**src/hsmc_pkg.sv**
```systemverilog
// Package with constants, encodings and timing for the hall sensor mode control block.
package hsmc_pkg;

  // Core clock rate in kHz.
  localparam int unsigned CLK_KHZ = 25000;

  // Power-up and sleep-exit times in microseconds.
  localparam int unsigned T_POWER_UP_US = 270;
  localparam int unsigned T_SLEEP_EXIT_US = 50;
  // Cycle counts derived from the times.
  localparam int unsigned POWER_UP_CYC = (T_POWER_UP_US * CLK_KHZ) / 1000;
  localparam int unsigned SLEEP_EXIT_CYC = (T_SLEEP_EXIT_US * CLK_KHZ) / 1000;
  // Cycles in one millisecond, the tick of the doze interval timer.
  localparam int unsigned MS_CYC = CLK_KHZ;

  // Factory default target address options.
  localparam logic [6:0] ADDR_DEF_A = 7'h35;
  localparam logic [6:0] ADDR_DEF_B = 7'h22;
  localparam logic [6:0] ADDR_DEF_C = 7'h78;
  localparam logic [6:0] ADDR_DEF_D = 7'h44;

  // Operating-mode field encodings.
  localparam logic [1:0] OPM_STANDBY = 2'h0;
  localparam logic [1:0] OPM_SLEEP = 2'h1;
  localparam logic [1:0] OPM_CONT = 2'h2;
  localparam logic [1:0] OPM_WAKE_SLEEP = 2'h3;

  // Highest legal averaging code.
  localparam logic [2:0] AVG_MAX = 3'h5;

  // Register indices of the small control map.
  localparam logic [2:0] REG_CFG = 3'h0;
  localparam logic [2:0] REG_MODE = 3'h1;
  localparam logic [2:0] REG_ADDR = 3'h2;
  localparam logic [2:0] REG_STATUS = 3'h3;
  localparam logic [2:0] REG_RESULT = 3'h4;

  // Bit positions inside the config register.
  localparam int unsigned CFG_XY_RANGE = 0;
  localparam int unsigned CFG_Z_RANGE = 1;
  localparam int unsigned CFG_AVG_LO = 2;
  localparam int unsigned CFG_CHN_LO = 5;

  // Mode machine states, one-hot.
  typedef enum logic [5:0] {
    HSMC_ST_OFF     = 6'h01,
    HSMC_ST_PWRUP   = 6'h02,
    HSMC_ST_STANDBY = 6'h04,
    HSMC_ST_SLEEP   = 6'h08,
    HSMC_ST_WAKING  = 6'h10,
    HSMC_ST_WS      = 6'h20
  } hsmc_state_t;

  // Convert an interval select code to one-ms ticks.
  function automatic logic [14:0] hsmc_doze_ms(input logic [3:0] sel);
    case (sel)
      4'h0: hsmc_doze_ms = 15'd1;
      4'h1: hsmc_doze_ms = 15'd5;
      4'h2: hsmc_doze_ms = 15'd10;
      4'h3: hsmc_doze_ms = 15'd15;
      4'h4: hsmc_doze_ms = 15'd20;
      4'h5: hsmc_doze_ms = 15'd30;
      4'h6: hsmc_doze_ms = 15'd50;
      4'h7: hsmc_doze_ms = 15'd100;
      4'h8: hsmc_doze_ms = 15'd500;
      4'h9: hsmc_doze_ms = 15'd1000;
      4'ha: hsmc_doze_ms = 15'd2000;
      4'hb: hsmc_doze_ms = 15'd5000;
      default: hsmc_doze_ms = 15'd20000;
    endcase
  endfunction

  // Conversion period in core cycles: the per-sample time grows with averaging and channel count.
  // Code 0 one axis is 50 us, each extra axis adds 25 us times the sample count of the code.
  function automatic logic [19:0] hsmc_conv_cyc(input logic [2:0] avg, input logic [1:0] nch);
    logic [19:0] samp;
    samp = 20'd1 << avg;
    hsmc_conv_cyc = 20'(((20'd25 + 20'd25 * samp * 20'(nch)) * 20'(CLK_KHZ / 1000)));
  endfunction

endpackage

```
**src/hsmc_top.sv**
```systemverilog
// Operating-mode, address and range control for the hall sensor readout.
//
// Function
// - Default address set by ordered variant.
// - Written address becomes the new target address.
// - Separate range bits for XY and Z.
// - Averaging code 000b gives fastest rate.
// - Code 101b slowest; rate falls with code.
// - Mode field selects mode; start after supply.
// - First power-up ends in standby.
// - Standby converts on bus or pin trigger.
// - Standby keeps the last results.
// - Sleep keeps configuration, drops results.
// - Bus or pin wakes sleep to standby.
// - Bus wake pulses alert until standby reached.
// - Periodic mode wakes at selected interval.
// - Condition met: store results, go standby.
// - Condition unmet: keep periodic measuring.
// - Controller may wake periodic mode anytime.
// - No result interrupt in periodic mode.
// - Continuous mode keeps converting enabled channels.
// - Registers usable only in standby, continuous.
// - Asleep: wake on address, no acknowledge.
// - Sleep to standby takes about 50 us.
// - Power-up to standby takes about 270 us.
`timescale 1ns/1ps
`default_nettype none
module hsmc_top
  import hsmc_pkg::*;
#(
  parameter logic [6:0]  DEFAULT_ADDR  = ADDR_DEF_A,
  parameter int unsigned PWRUP_CYCLES  = POWER_UP_CYC,
  parameter int unsigned SLEEPX_CYCLES = SLEEP_EXIT_CYC,
  parameter int unsigned MS_CYCLES     = MS_CYC
) (
  input  wire logic        core_clk_i,      // Core clock, 25 MHz.
  input  wire logic        sys_rst_i,       // Asynchronous reset, active high.
  input  wire logic        supply_ok_i,     // Supply above minimum, asynchronous.
  input  wire logic        alert_n_i,       // Alert pin level, active low, asynchronous.
  input  wire logic        bus_addr_hit_i,  // Bus saw a start plus an address byte, one pulse.
  input  wire logic [6:0]  bus_addr_i,      // Address seen with the hit pulse.
  input  wire logic        bus_trig_i,      // Trigger bit of a bus command, one pulse.
  input  wire logic        conv_done_i,     // Front end finished a conversion, one pulse.
  input  wire logic        cond_met_i,      // Interrupt condition met by the last conversion.
  input  wire logic [15:0] conv_data_i,     // Conversion result from the front end.
  input  wire logic [2:0]  reg_addr_i,      // Register index.
  input  wire logic [7:0]  reg_wdata_i,     // Register write data.
  input  wire logic        reg_wr_i,        // Register write strobe.
  input  wire logic        reg_rd_i,        // Register read strobe.
  output logic      [7:0]  reg_rdata_o,     // Read data, one cycle after the strobe.
  output logic             addr_ack_o,      // Acknowledge of the address byte.
  output logic             conv_start_o,    // Start of one conversion, one pulse.
  output logic             alert_n_o,       // Alert pin drive value, active low.
  output logic             alert_oe_o,      // Alert pin output enable.
  output logic      [1:0]  range_sel_o,     // Bit 0 XY range, bit 1 Z range.
  output logic      [2:0]  sample_averaging_sel_o, // Averaging code in use.
  output logic      [1:0]  op_mode_o,       // Mode currently in effect.
  output logic             result_valid_o   // Result register holds a conversion.
);

  // Counts of zero, or counts that the 24-bit mode timer cannot hold, are refused here.
  if (PWRUP_CYCLES < 1 || SLEEPX_CYCLES < 1 || MS_CYCLES < 1 ||
      PWRUP_CYCLES > 24'hffffff || SLEEPX_CYCLES > 24'hffffff ||
      MS_CYCLES > 24'hffffff) begin : g_bad_timing
    $error("hsmc_top: timing counts out of range.");
  end

  // Whole state of the block.
  typedef struct packed {
    logic [1:0]  sup_s;       // Supply synchroniser.
    logic [1:0]  alt_s;       // Alert pin synchroniser.
    logic        alt_d;       // Previous synchronised alert level.
    hsmc_state_t st;          // Mode machine state.
    logic [1:0]  mode_fld;    // Operating-mode field.
    logic [3:0]  doze_interval_sel; // Periodic interval select.
    logic        xy_range;    // XY range select.
    logic        z_range;     // Z range select.
    logic [2:0]  avg;         // Averaging code.
    logic [1:0]  nch;         // Enabled magnetic channels, 1 to 3.
    logic [6:0]  taddr;       // Current target address.
    logic        addr_init;   // Target address loaded from the default.
    logic [15:0] result;      // Result register.
    logic        res_valid;   // Conversion-done flag.
    logic [23:0] tmr;         // Mode timing counter.
    logic [14:0] ms_cnt;      // Milliseconds elapsed while dozing.
    logic [19:0] conv_tmr;    // Continuous mode conversion spacing.
    logic        bus_wake;    // Current wake came from the bus.
    logic [7:0]  rdata;       // Read data register.
    logic        ack;         // Address acknowledge.
    logic        start;       // Conversion start pulse.
    logic        alert_n;     // Alert drive value.
    logic        alert_oe;    // Alert drive enable.
  } hsmc_regs_t;

  hsmc_regs_t cur_r;
  hsmc_regs_t cur_nxt;

  // Helper decodes from the current state.
  logic alert_fall;
  logic reg_ok;
  logic addr_match;
  logic conv_due;
  assign alert_fall = cur_r.alt_d & ~cur_r.alt_s[1];
  // Registers answer only in standby or continuous mode.
  assign reg_ok = (cur_r.st == HSMC_ST_STANDBY);
  assign addr_match = bus_addr_hit_i && (bus_addr_i == cur_r.taddr);
  assign conv_due = (cur_r.conv_tmr == 20'd0);

  // Next state logic for the whole block.
  always_comb begin
    cur_nxt = cur_r;
    cur_nxt.sup_s = {cur_r.sup_s[0], supply_ok_i};
    cur_nxt.alt_s = {cur_r.alt_s[0], alert_n_i};
    cur_nxt.alt_d = cur_r.alt_s[1];
    cur_nxt.ack = 1'b0;
    cur_nxt.start = 1'b0;
    cur_nxt.rdata = 8'h00;
    // The default address is taken once, after reset, not under the reset itself.
    if (!cur_r.addr_init) begin
      cur_nxt.taddr = DEFAULT_ADDR;
      cur_nxt.addr_init = 1'b1;
    end

    case (cur_r.st)
      HSMC_ST_OFF: begin
        // Nothing happens until the supply is good.
        if (cur_r.sup_s[1]) begin
          cur_nxt.st = HSMC_ST_PWRUP;
          cur_nxt.tmr = 24'(PWRUP_CYCLES - 1);
        end
      end
      HSMC_ST_PWRUP: begin
        if (cur_r.tmr == 24'd0) begin
          cur_nxt.st = HSMC_ST_STANDBY;
        end else begin
          cur_nxt.tmr = cur_r.tmr - 24'd1;
        end
      end
      HSMC_ST_STANDBY: begin
        // Standby and continuous share this state; the mode field picks the behaviour.
        cur_nxt.ack = addr_match;
        if (cur_r.mode_fld == OPM_CONT) begin
          // Free running conversions at the averaging-dependent rate.
          if (conv_due) begin
            cur_nxt.start = 1'b1;
            cur_nxt.conv_tmr = hsmc_conv_cyc(cur_r.avg, cur_r.nch) - 20'd1;
          end else begin
            cur_nxt.conv_tmr = cur_r.conv_tmr - 20'd1;
          end
        end else if (bus_trig_i || alert_fall) begin
          cur_nxt.start = 1'b1;
        end
        // A completed conversion updates results; otherwise they hold.
        if (conv_done_i) begin
          cur_nxt.result = conv_data_i;
          cur_nxt.res_valid = 1'b1;
        end
      end
      HSMC_ST_SLEEP: begin
        // Results are dropped in sleep, configuration stays.
        cur_nxt.res_valid = 1'b0;
        cur_nxt.result = 16'h0000;
        if (addr_match || alert_fall) begin
          // Wake without acknowledging the address.
          cur_nxt.st = HSMC_ST_WAKING;
          cur_nxt.tmr = 24'(SLEEPX_CYCLES - 1);
          cur_nxt.bus_wake = addr_match;
          cur_nxt.alert_n = ~addr_match;
          cur_nxt.alert_oe = addr_match;
        end
      end
      HSMC_ST_WAKING: begin
        cur_nxt.res_valid = 1'b0;
        if (cur_r.tmr == 24'd0) begin
          cur_nxt.st = HSMC_ST_STANDBY;
          cur_nxt.mode_fld = OPM_STANDBY;
          cur_nxt.alert_n = 1'b1;
          cur_nxt.alert_oe = 1'b0;
          cur_nxt.bus_wake = 1'b0;
        end else begin
          cur_nxt.tmr = cur_r.tmr - 24'd1;
        end
      end
      HSMC_ST_WS: begin
        // Periodic wake and measure; no result interrupt here.
        if (addr_match || alert_fall) begin
          cur_nxt.st = HSMC_ST_WAKING;
          cur_nxt.tmr = 24'(SLEEPX_CYCLES - 1);
          cur_nxt.bus_wake = addr_match;
          cur_nxt.alert_n = ~addr_match;
          cur_nxt.alert_oe = addr_match;
        end else if (conv_done_i) begin
          if (cond_met_i) begin
            cur_nxt.result = conv_data_i;
            cur_nxt.res_valid = 1'b1;
            cur_nxt.st = HSMC_ST_STANDBY;
            cur_nxt.mode_fld = OPM_STANDBY;
          end
          // Unmet condition keeps the periodic loop going.
        end else if (cur_r.tmr == 24'(MS_CYCLES - 1)) begin
          cur_nxt.tmr = 24'd0;
          if (cur_r.ms_cnt + 15'd1 >= hsmc_doze_ms(cur_r.doze_interval_sel)) begin
            cur_nxt.ms_cnt = 15'd0;
            cur_nxt.start = 1'b1;
          end else begin
            cur_nxt.ms_cnt = cur_r.ms_cnt + 15'd1;
          end
        end else begin
          cur_nxt.tmr = cur_r.tmr + 24'd1;
        end
      end
      default: cur_nxt.st = HSMC_ST_OFF;
    endcase

    // Register access, only while awake.
    if (reg_ok && reg_wr_i) begin
      case (reg_addr_i)
        REG_CFG: begin
          cur_nxt.xy_range = reg_wdata_i[CFG_XY_RANGE];
          cur_nxt.z_range = reg_wdata_i[CFG_Z_RANGE];
          if (reg_wdata_i[CFG_AVG_LO +: 3] <= AVG_MAX)
            cur_nxt.avg = reg_wdata_i[CFG_AVG_LO +: 3];
          if (reg_wdata_i[CFG_CHN_LO +: 2] != 2'h0)
            cur_nxt.nch = reg_wdata_i[CFG_CHN_LO +: 2];
        end
        REG_MODE: begin
          // Mode selects from the written field.
          cur_nxt.mode_fld = reg_wdata_i[1:0];
          cur_nxt.doze_interval_sel = reg_wdata_i[7:4];
          cur_nxt.conv_tmr = 20'd0;
          if (reg_wdata_i[1:0] == OPM_SLEEP) begin
            cur_nxt.st = HSMC_ST_SLEEP;
          end else if (reg_wdata_i[1:0] == OPM_WAKE_SLEEP) begin
            cur_nxt.st = HSMC_ST_WS;
            cur_nxt.tmr = 24'd0;
            cur_nxt.ms_cnt = 15'd0;
          end
        end
        REG_ADDR: cur_nxt.taddr = reg_wdata_i[6:0];
        default: ;
      endcase
    end
    if (reg_ok && reg_rd_i) begin
      case (reg_addr_i)
        REG_CFG: cur_nxt.rdata = {1'b0, cur_r.nch, cur_r.avg, cur_r.z_range, cur_r.xy_range};
        REG_MODE: cur_nxt.rdata = {cur_r.doze_interval_sel, 2'h0, cur_r.mode_fld};
        REG_ADDR: cur_nxt.rdata = {1'b0, cur_r.taddr};
        REG_STATUS: cur_nxt.rdata = {cur_r.res_valid, 1'b0, cur_r.st};
        REG_RESULT: cur_nxt.rdata = cur_r.result[7:0];
        default: cur_nxt.rdata = 8'h00;
      endcase
    end
  end

  // State register; reset loads constants only.
  always_ff @(posedge core_clk_i or posedge sys_rst_i) begin
    if (sys_rst_i) begin
      cur_r <= '{sup_s: 2'h0, alt_s: 2'h3, alt_d: 1'b1, st: HSMC_ST_OFF,
                 mode_fld: OPM_STANDBY, doze_interval_sel: 4'h0, xy_range: 1'b0,
                 z_range: 1'b0, avg: 3'h0, nch: 2'h1, taddr: 7'h00, addr_init: 1'b0,
                 result: 16'h0000, res_valid: 1'b0, tmr: 24'h000000, ms_cnt: 15'h0000,
                 conv_tmr: 20'h00000, bus_wake: 1'b0, rdata: 8'h00, ack: 1'b0,
                 start: 1'b0, alert_n: 1'b1, alert_oe: 1'b0};
    end else begin
      cur_r <= cur_nxt;
    end
  end

  // Outputs straight from the state flops.
  assign reg_rdata_o = cur_r.rdata;
  assign addr_ack_o = cur_r.ack;
  assign conv_start_o = cur_r.start;
  assign alert_n_o = cur_r.alert_n;
  assign alert_oe_o = cur_r.alert_oe;
  assign range_sel_o = {cur_r.z_range, cur_r.xy_range};
  assign sample_averaging_sel_o = cur_r.avg;
  assign op_mode_o = cur_r.mode_fld;
  assign result_valid_o = cur_r.res_valid;

endmodule
`default_nettype wire

```
**config.mk**
```make
export PLATFORM = sky130hd
export DESIGN_NAME = hsmc_top
export DESIGN_NICKNAME = d
export VERILOG_FILES = /design/src/hsmc_pkg.sv /design/src/hsmc_top.sv
export SDC_FILE = /design/constraint.sdc
export NUM_CORES = 1
export LEC_CHECK = 0
export ABC_AREA = 1
export BUFFER_PORTS_ARGS = -buffer_cell sky130_fd_sc_hd__buf_4
export CORE_MARGIN = 4
export CORE_UTILIZATION = 60
export DETAILED_ROUTE_END_ITERATION = 8
export GPL_TIMING_DRIVEN = 0
export PLACE_DENSITY_LB_ADDON = 0.08
export SETUP_SLACK_MARGIN = 0.4
export SLEW_MARGIN = 20
export SYNTH_ARGS = -nofsm -noshare
export SYNTH_HDL_FRONTEND = slang
export SYNTH_SLANG_ARGS = --single-unit
```
**constraint.sdc**
```tcl
create_clock -name core_clk_i -period 9.4 [get_ports core_clk_i]
set_clock_uncertainty 0.1 [all_clocks]
set_input_delay 2.82 -clock core_clk_i [delete_from_list [all_inputs] [get_ports core_clk_i]]
set_output_delay 2.82 -clock core_clk_i [all_outputs]
set_load 0.01 [all_outputs]
```
==> flow_summary.json, run 1 <==
{
  "status": "completed",
  "netlist_instances": 1791,
  "hold_viol_final": 0,
  "power.density_nw_per_um2": 73.26,
  "cts_hold_buf": 0,
  "area_delta_synth_final_pct": 9.064,
  "final_cell_area_um2": 13280,
  "crit_type": "flip-flop to flip-flop",
  "rsz0062_at_grt": "no",
  "finalSetupViolCount": 0,
  "synth.distinct_cells": 63,
  "period_share": 0.8102,
  "r2r_start": "sample_averaging_sel_o[2]",
  "clock_sinks": 112,
  "cts_buffer_depth": 2,
  "placed_area_um2": 12950,
  "crit_path_frequent_cell": "ha_1",
  "initial_core_util": 0.6174,
  "crit_slowest_cell": "nor3_1",
  "drive_above_1_share": 0.1106,
  "grt.total_usage": 0.3119,
  "startpoint_type": "flip-flop",
  "grt_pass1_wl_um": 56710,
  "arrival_ns": 7.75,
  "grt_pass1_vias": 11050,
  "ys_seq_area_frac": 0.2308,
  "grt_start_max_net_pins": 80,
  "cts.htree.levels": 3,
  "portBuffers": 55,
  "place.gp.congestion": 1.016,
  "drv_slew": 0,
  "yosysTopAreaCellShare": 0.2179,
  "clk_pin_slew_worst_paths_ns": 0.09,
  "vdd_ir_drop_max_mv": 0.09062,
  "routed_wl_um": 34400,
  "dieArea_um2": 22630,
  "ys_ff_latch": 112,
  "first_pass_iters": 5,
  "antennaDiodeCount": 0,
  "slew_headroom": 0.4771,
  "crit_path_end_kind": "flip-flop",
  "cp_max_fo": 8,
  "overflow": 0,
  "startpoint": "sample_averaging_sel_o[2]",
  "fp.dieW_um": 150.4,
  "required_ns": 9.53,
  "coreArea_um2": 19720,
  "synthFlopType": "dfrtp_1",
  "yosys_warnings": 0,
  "fin_setup_tns_ns": 0,
  "finalPower_uw": 972.7,
  "reg2reg_slack_ns": 1.78,
  "clkLatencyLatePin_ns": 0.37,
  "ant_nets": 0,
  "post_cts_resized": 0,
  "critPathCapture": "cur_r[32]",
  "ff_latch_area_um2": 2810,
  "drt_iter0_drc": 1081,
  "post_cts.repair.setup_buffers": 0,
  "route.detailed.drc": 0,
  "multi_input_area_um2": 7953,
  "syn_area_um2": 12170,
  "ys_top_cells_by_area": "dfrtp_1 (22%), ha_1 (13%), nand2_1 (12%)",
  "die_y_um": 150.4,
  "synth_async_sr_flop_share": 1.000,
  "vias": 11920,
  "worst_pin_slew_ns": 0.7783,
  "syn_avg_cell_area_um2": 6.797,
  "reg2reg_depth": 37,
  "root_buffer": "clkbuf_16",
  "wire_per_inst_um": 16.17,
  "antenna_found_initial": 0,
  "dp_hpwl_um": 27550,
  "n_fill_cell": 1744,
  "synth_fp_nets": 1980,
  "p_leak_uw": 0.006977,
  "fmax_mhz": 131.3,
  "cp_slowest_stage_delay_ns": 0.66,
  "hp-class": "flip-flop to flip-flop",
  "ios": 64,
  "rows": 51,
  "yosysTopAreaCell": "dfrtp_1",
  "min_period_ns": 7.616,
  "cts_buffers": 9,
  "drv_cap": 0,
  "tritoncts": "done",
  "vias_per_cell": 5.600,
  "r2r_end": "cur_r[32]",
  "nets": 2047,
  "synth_edf_count": 0,
  "hp-start": "cur_nxt[120]"
}
## power by group
part | internal, µW | total, µW | switching [µW]
Clock | 216 | 427 | 211
Combinational | 19.3 | 53.4 | 34.1
Sequential | 487 | 492 | 4.95
## cell usage in the layout (no fill, tap or decap), drive strengths merged, types with 3 or more instances in the layout
master  instances
a21o            3
a21oi          97
a221oi          7
a31oi           8
buf           101
clkbuf         19
clkinv          6
dfrtp         106
dfstp           6
fa             16
ha            129
inv           276
nand2         402
nand3         137
nand3b          5
nand4          43
nor2          260
nor3           40
nor4            6
o211ai          6
o21a            6
o21ai          80
o21bai          7
o22ai           8
o31ai           5
or2             6
xnor2          16
xor2           40
## critical path: cells and delay by family, from the launching register on
family | cells | cell delay (ns)
AO/OA/AOI/OAI | 7 | 0.84
XOR/XNOR | 2 | 0.52
adder cells (fa/ha/maj) | 10 | 3.28
buffers and inverters | 8 | 0.93
flip-flops | 1 | 0.36
AND/OR/NAND/NOR | 10 | 1.47
## sequential cells by signal, indices dropped and copies added (netlist names)
name,flops
alert_n_o,1
alert_oe_o,1
sample_averaging_sel_o,3
result_valid_o,1
conv_start_o,1
reg_rdata_o,8
range_sel_o,2
cur_r,89
op_mode_o,2
cur_nxt,3
addr_ack_o,1
## worst min path at each step
stage / depth (start not counted) / slack [ns] / to
detailed placement: 0 / 0.23 / cur_r[120]
floorplan: 0 / 0.23 / cur_r[120]
global route: 0 / 0.27 / cur_nxt[116]
global placement: 0 / 0.23 / cur_r[120]
finish: 0 / 0.24 / cur_r[120]
CTS: 0 / 0.25 / cur_r[120]
## stage by stage
stage	utilization	hold WS, ns	setup WS [ns]	cells
floorplan	-	0.2312	2.787	1791
global placement	0.6552	0.2329	2.003	2111
detailed placement	0.6568	0.2347	1.828	2112
CTS	0.6734	0.2464	1.788	2128
global route	0.6734	0.2669	1.105	2128
finish	0.6734	0.2404	1.784	2128
## synth_stat cells (all sizes together), types with 7 or more instances
| cell | number |
|---|---|
| nand3 | 137 |
| o21ai | 80 |
| inv | 274 |
| o22ai | 8 |
| nor2 | 260 |
| ha | 129 |
| a21oi | 97 |
| buf | 45 |
| dfrtp | 106 |
| clkbuf | 10 |
| nand4 | 43 |
| a221oi | 7 |
| nor3 | 40 |
| o21bai | 7 |
| a31oi | 8 |
| fa | 16 |
| xnor2 | 16 |
| nand2 | 402 |
| xor2 | 40 |
## cells by family (layout without fill, tap and decap cells)
logic type | Yosys count | after routing | synth area share
AOI/OAI and AO/OA | 241 | 241 | 0.1144
xor gates and xnor gates | 56 | 56 | 0.04152
adders and majority gates | 145 | 145 | 0.1589
buffers and inverters | 332 | 404 | 0.1159
DFF | 112 | 112 | 0.2308
other | 2 | 2 | 0.0006169
and+or+nand+nor | 903 | 903 | 0.3378
## area by class of cell
cell class,count,area share
sequential,112,0.2116
tap,265,0.02497
buffer,55,0.02789
clock inverter,7,0.007633
clock buffer,9,0.01696
inverter,277,0.07878
timing repair buffer,56,0.03317
multi-input combinational,1347,0.5989
## per-layer routing
metal  vias to the layer above  track usage  wire [µm]
met1                      5495       0.4622      15970
met4                         0      0.06130        537
met3                        40      0.04485       2611
met5                         -            0          0
li1                       5947            -          -
met2                       435       0.4878      15290
No activity file was read; power rests on OpenSTA's default activity.
==> run 2, diff against run 1 <==
Settings changed: ABC_AREA 1 to 0.
Clock period 9.4 ns to 7.15 ns, I/O delays scaled along.
==> run 2 against run 1 <==
Area after synthesis shrank 12%. Fmax is 7.9% higher. Global-route usage shrank 1.3 points. Utilization rose by 7.2 points. Count of clock-buffer cells in the layout rose by 1. Largest power group unchanged.
==> flow_summary.json, run 2 <==
{
  "cp_max_fo": 8,
  "crit_path_end_kind": "flip-flop",
  "ys_top_cells_by_area": "dfrtp_1 (25%), ha_1 (15%), nand2_1 (4.1%)",
  "ys_ff_latch": 112,
  "coreArea_um2": 17420,
  "min_period_ns": 7.058,
  "crit_family": "adder cells",
  "hold_viol_final": 0,
  "first_pass_iters": 6,
  "vias": 10550,
  "clk_pin_slew_worst_paths_ns": 0.09,
  "antennaDiodeCount": 0,
  "clkLatencyLatePin_ns": 0.37,
  "fin_cells": 1635,
  "arrival_ns": 7.18,
  "yosys_warnings": 0,
  "fin_setup_tns_ns": 0,
  "vdd_ir_drop_max_mv": 0.1488,
  "yosysTopAreaCell": "dfrtp_1",
  "ant_nets": 0,
  "grt_start_max_net_pins": 77,
  "drt_iter0_drc": 995,
  "crit_slowest_cell": "fa_1",
  "yosysTopAreaCellShare": 0.2470,
  "period_share": 0.9872,
  "routed_wl_um": 32340,
  "route.detailed.drc": 0,
  "hp-start": "cur_nxt[120]",
  "root_buffer": "clkbuf_16",
  "grt.total_usage": 0.2985,
  "cts_buffers": 9,
  "grt_pass1_vias": 10070,
  "largest_reg_flops": 89,
  "worst-path-buf-inv": 2,
  "hp-class": "flip-flop to flip-flop",
  "drv_slew": 0,
  "synth_fp_nets": 1486,
  "worst_pin_slew_ns": 1.198,
  "power.density_nw_per_um2": 136.1,
  "cts.htree.levels": 3,
  "slew_headroom": 0.1965,
  "drv_cap": 0,
  "drive_above_1_share": 0.2057,
  "yosysMostFrequentCell": "ha_1",
  "rows": 48,
  "cp_slowest_stage_delay_ns": 0.62,
  "ys_top_cells_by_count": "ha_1 (129), nand2_1 (116), nor2_1 (116)",
  "crit_path_frequent_cell": "ha_4",
  "fin_ws_ns": 0.09175,
  "p_leak_uw": 0.005779,
  "grt_pass1_wl_um": 49420,
  "finalSetupViolCount": 0,
  "r2r_start": "sample_averaging_sel_o[0]",
  "netlist_instances": 1297,
  "synth.distinct_cells": 83,
  "place_ws_ns": -0.3830,
  "place.gp.congestion": 1.036,
  "cts_hold_buf": 0,
  "initial_core_util": 0.6166,
  "synthFlopType": "dfrtp_1",
  "vias_per_cell": 6.455,
  "top_register": "cur_r",
  "nets": 1594,
  "fp.dieW_um": 141.8,
  "tritoncts": "done",
  "syn_area_um2": 10740,
  "rsz0062_at_grt": "yes",
  "startpoint_type": "flip-flop",
  "required_ns": 7.27,
  "final_cell_mix": "nand2_1 (115), nor2_1 (113), buf_4 (111), dfrtp_1 (106), ha_1 (92)",
  "hold_ws_ns": 0.2551,
  "n_fill_cell": 1278,
  "antenna_found_initial": 0,
  "wire_per_inst_um": 19.78,
  "area_delta_synth_final_pct": 20.91,
  "syn_avg_cell_area_um2": 8.280,
  "dieArea_um2": 20100,
  "fmax_mhz": 141.7,
  "overflow": 0,
  "synth_edf_count": 0,
  "layout_commonest_cell": "nand2_1",
  "placed_cells_incl_taps": 1576,
  "crit_type": "flip-flop to flip-flop",
  "startpoint": "sample_averaging_sel_o[0]",
  "ys_seq_area_frac": 0.2617,
  "portBuffers": 53,
  "die_y_um": 141.8,
  "ios": 64,
  "synth_async_sr_flop_share": 1.000,
  "clock_sinks": 112,
  "dp_hpwl_um": 21390,
  "cts_buffer_depth": 2,
  "status": "completed"
}
[run 2: through the flow]
step	power (µW)	utilization	area (µm²)
final	1768	0.7455	12990
after global routing	1852	0.7455	12990
after CTS	1756	0.7115	12390
after detailed placement	1247	0.6652	11590
after global placement	1236	0.6631	11550
after floorplan	1100	-	10870
[run 2: worst register-to-register path, delay by kind of cell (launching register included)]
family                     cells  cell delay, ns
adders and majority gates      9            2.78
AOI/OAI and AO/OA             10            1.91
and+or+nand+nor                4            0.84
xor gates and xnor gates       3            0.57
DFF                            1            0.41
buffers and inverters          2            0.28
[run 2: layer usage]
layer,vias up,track usage,part of all wire
met3,99,0.05629,0.086
met4,0,0.09343,0.037
met2,583,0.4673,0.46
met1,5006,0.4201,0.42
met5,-,0,0
li1,4866,-,-
[run 2: repair_timing]
item,4_1_cts,5_1_grt
setup buffers,21,22
endpoints found under the hold margin,0,0
endpoints found under the setup margin,10,10
gates resized for setup,49,79
pin swaps,40,58
[run 2: final timing paths]
path | endpoint | slack [ns] | depth (start not counted)
setup / recovery | cur_r[32] | 0.09 | 28
hold / removal | cur_r[120] | 0.26 | 0
setup reg to reg | cur_r[32] | 0.09 | 28
hold reg to reg | cur_r[120] | 0.26 | 0
max in group asynchronous | cur_nxt[116] | 4.53 | 3
min in group asynchronous | cur_r[65] | 1.67 | 2
[run 2: kinds of logic after synthesis]
group           Yosys count  synth area share
compound gates          306            0.1889
xor+xnor                 75           0.06117
fa+ha+maj               145            0.1801
buf+inv                 150           0.06012
flops                   112            0.2617
mux                      12           0.01153
other cells               2         0.0006993
simple gates            495            0.2358
[run 2: report_power, final]
group | total, µW | internal (µW) | switching, µW
combinational | 505 | 184 | 320
sequential | 752 | 686 | 66.2
clock | 511 | 247 | 264
total | 1770 | 1120 | 651
[run 2: area by class of cell]
type | instances | area [µm²] | share of cell area
Multi-Input combinational cell | 1035 | 8144 | 0.6272
Buffer | 69 | 394.1 | 0.03035
Clock inverter | 6 | 62.56 | 0.004818
Timing Repair Buffer | 97 | 752.0 | 0.05791
Clock buffer | 10 | 229.0 | 0.01763
Tap cell | 225 | 281.5 | 0.02168
Sequential cell | 112 | 2810 | 0.2164
Inverter | 81 | 311.5 | 0.02399
==> run 3, diff against run 2 <==
Settings changed: CORE_UTILIZATION 60 to 45, GPL_TIMING_DRIVEN 0 to not set.
Clock period 7.15 ns to 8.6 ns, I/O delays scaled along.
==> run 3 against run 2 <==
Critical path depth up 1. Routed wire length decreased by 15%. Final cell count fell by 0.49%. Register-to-register slack improved by 0.82 ns. First-iteration DRC count decreased by 44%. Utilization is 25 points lower. Highest routed layer unchanged.
==> flow_summary.json, run 3 (synthesis gave the netlist of run 2 again) <==
{
  "tritoncts": "done",
  "first_pass_iters": 5,
  "portBuffers": 55,
  "cts_buffer_depth": 2,
  "fmax_mhz": 130.0,
  "final_cell_mix": "ha_1 (129), nor2_1 (116), nand2_1 (116), dfrtp_1 (106), inv_1 (80)",
  "crit_slowest_cell": "fa_1",
  "rsz0062_at_grt": "no",
  "switching_power_uw": 559.9,
  "n_fill_cell": 2303,
  "largest_reg_flops": 89,
  "drv_cap": 0,
  "crit_type": "flip-flop to flip-flop",
  "ff_latch_area_um2": 2810,
  "clk_pin_slew_worst_paths_ns": 0.09,
  "p_seq_frac": 0.441,
  "drive_above_1_share": 0.1009,
  "crit_path_frequent_cell": "ha_1",
  "p_sw_frac": 0.3765,
  "multi_input_area_um2": 7343,
  "cp_slowest_stage_delay_ns": 0.55,
  "p_clk_frac": 0.311,
  "grt_start_max_net_pins": 75,
  "overflow": 0,
  "clkLatencyLatePin_ns": 0.38,
  "worst_pin_slew_ns": 0.9648,
  "route.detailed.drc": 0,
  "final_cell_area_um2": 11670,
  "vdd_ir_drop_max_mv": 0.09805,
  "internal_power_uw": 927.5,
  "fp.dieW_um": 162.5,
  "coreArea_um2": 23470,
  "required_ns": 8.78,
  "cts.htree.levels": 3,
  "ant_nets": 0,
  "hp-class": "flip-flop to flip-flop",
  "fin_setup_tns_ns": 0,
  "layout_commonest_cell": "ha_1",
  "wire_per_inst_um": 16.92,
  "power.density_nw_per_um2": 127.5,
  "area_delta_synth_final_pct": 8.633,
  "startpoint_type": "flip-flop",
  "cts_hold_buf": 0,
  "place.gp.congestion": 0.9147,
  "top_register": "cur_r",
  "nets": 1492,
  "ios": 64,
  "die_y_um": 162.5,
  "vias_per_cell": 5.731,
  "antenna_found_initial": 0,
  "routed_wl_um": 27540,
  "crit_path_end_kind": "flip-flop",
  "arrival_ns": 7.87,
  "cp_max_fo": 8,
  "finalSetupViolCount": 0,
  "drt_iter0_drc": 556,
  "dieArea_um2": 26400,
  "status": "completed",
  "root_buffer": "clkbuf_16",
  "vias": 9325,
  "min_period_ns": 7.691,
  "hold_viol_final": 0,
  "grt_pass1_vias": 9034,
  "combPwrFrac": 0.248,
  "dp_hpwl_um": 20870,
  "period_share": 0.8943,
  "cts_buffers": 9,
  "drv_slew": 0,
  "slew_headroom": 0.3551,
  "grt_pass1_wl_um": 46500,
  "clock_sinks": 112,
  "initial_core_util": 0.4575,
  "p_leak_uw": 0.005385,
  "placed_area_um2": 11280,
  "rows": 56,
  "grt.total_usage": 0.2140,
  "antennaDiodeCount": 0
}
==> run 3: changes by cell type in the layout (fill, tap and decap cells not counted), sizes merged <==
cell,delta
clkbuf,-38
buf,-65
clkinv,+3
clkinvlp,-2
==> run 3: metrics by stage <==
step / hold slack (ns) / utilization / std cells / total power (µW) / setup slack (ns)
2_1_floorplan: 0.2312 / - / 1297 / 914.3 / 1.383
3_3_place_gp: 0.2320 / 0.4808 / 1611 / 1021 / 0.7736
3_5_place_dp: 0.2395 / 0.4808 / 1611 / 1021 / 0.7067
6_report: 0.2533 / 0.4970 / 1627 / 1487 / 0.9091
4_1_cts: 0.2583 / 0.4947 / 1627 / 1486 / 0.6407
5_1_grt: 0.2622 / 0.4970 / 1627 / 1563 / 0.4184
==> run 3: worst paths after layout <==
kind	start	endpoint	slack (ns)	cells after the start
setup reg to reg	sample_averaging_sel_o[0]	cur_r[31]	0.91	29
min in group asynchronous	sys_rst_i	cur_nxt[120]	2.14	2
setup / recovery	sample_averaging_sel_o[0]	cur_r[31]	0.91	29
hold / removal	cur_nxt[120]	cur_r[120]	0.25	0
max in group asynchronous	sys_rst_i	op_mode_o[1]	4.94	3
hold reg to reg	cur_nxt[120]	cur_r[120]	0.25	0
==> run 3: power by group through the flow <==
stage	Combinational, µW	Sequential [µW]	Clock, µW
4_1_cts	362	652	472
5_1_grt	405	664	494
3_3_place_gp	358	663	0
2_1_floorplan	299	616	0
6_report	369	656	462
3_5_place_dp	360	661	0
==> run 3: layer usage <==
metal	share of wire	vias to the layer above	GRT usage	routed length (µm)
met4	0.021	0	0.05959	590
met3	0.044	33	0.03138	1219
li1	-	4661	-	-
met2	0.46	213	0.3511	12560
met5	0	-	0	0
met1	0.48	4418	0.2956	13160
==> run 3: area by class of cell <==
| type | instances | area share |
|---|---|---|
| multi-input combinational | 1035 | 0.6295 |
| inverter | 81 | 0.02628 |
| tap | 319 | 0.03421 |
| clock buffer | 9 | 0.01931 |
| sequential | 112 | 0.2409 |
| timing repair buffer | 64 | 0.04118 |
| clock inverter | 7 | 0.008687 |
==> run 3: critical path: cells and delay by family, from the launching register on <==
kind | cells | cell delay (ns)
compound gates | 9 | 1.93
xor+xnor | 2 | 0.37
fa+ha+maj | 9 | 3.16
buf+inv | 2 | 0.26
flops | 1 | 0.50
mux | 1 | 0.13
simple gates | 6 | 1.14
==> run 3: what timing repair did <==
item,4_1_cts,5_1_grt
resized for setup,0,7
buffers inserted,0,0
endpoints found under the setup margin,0,4
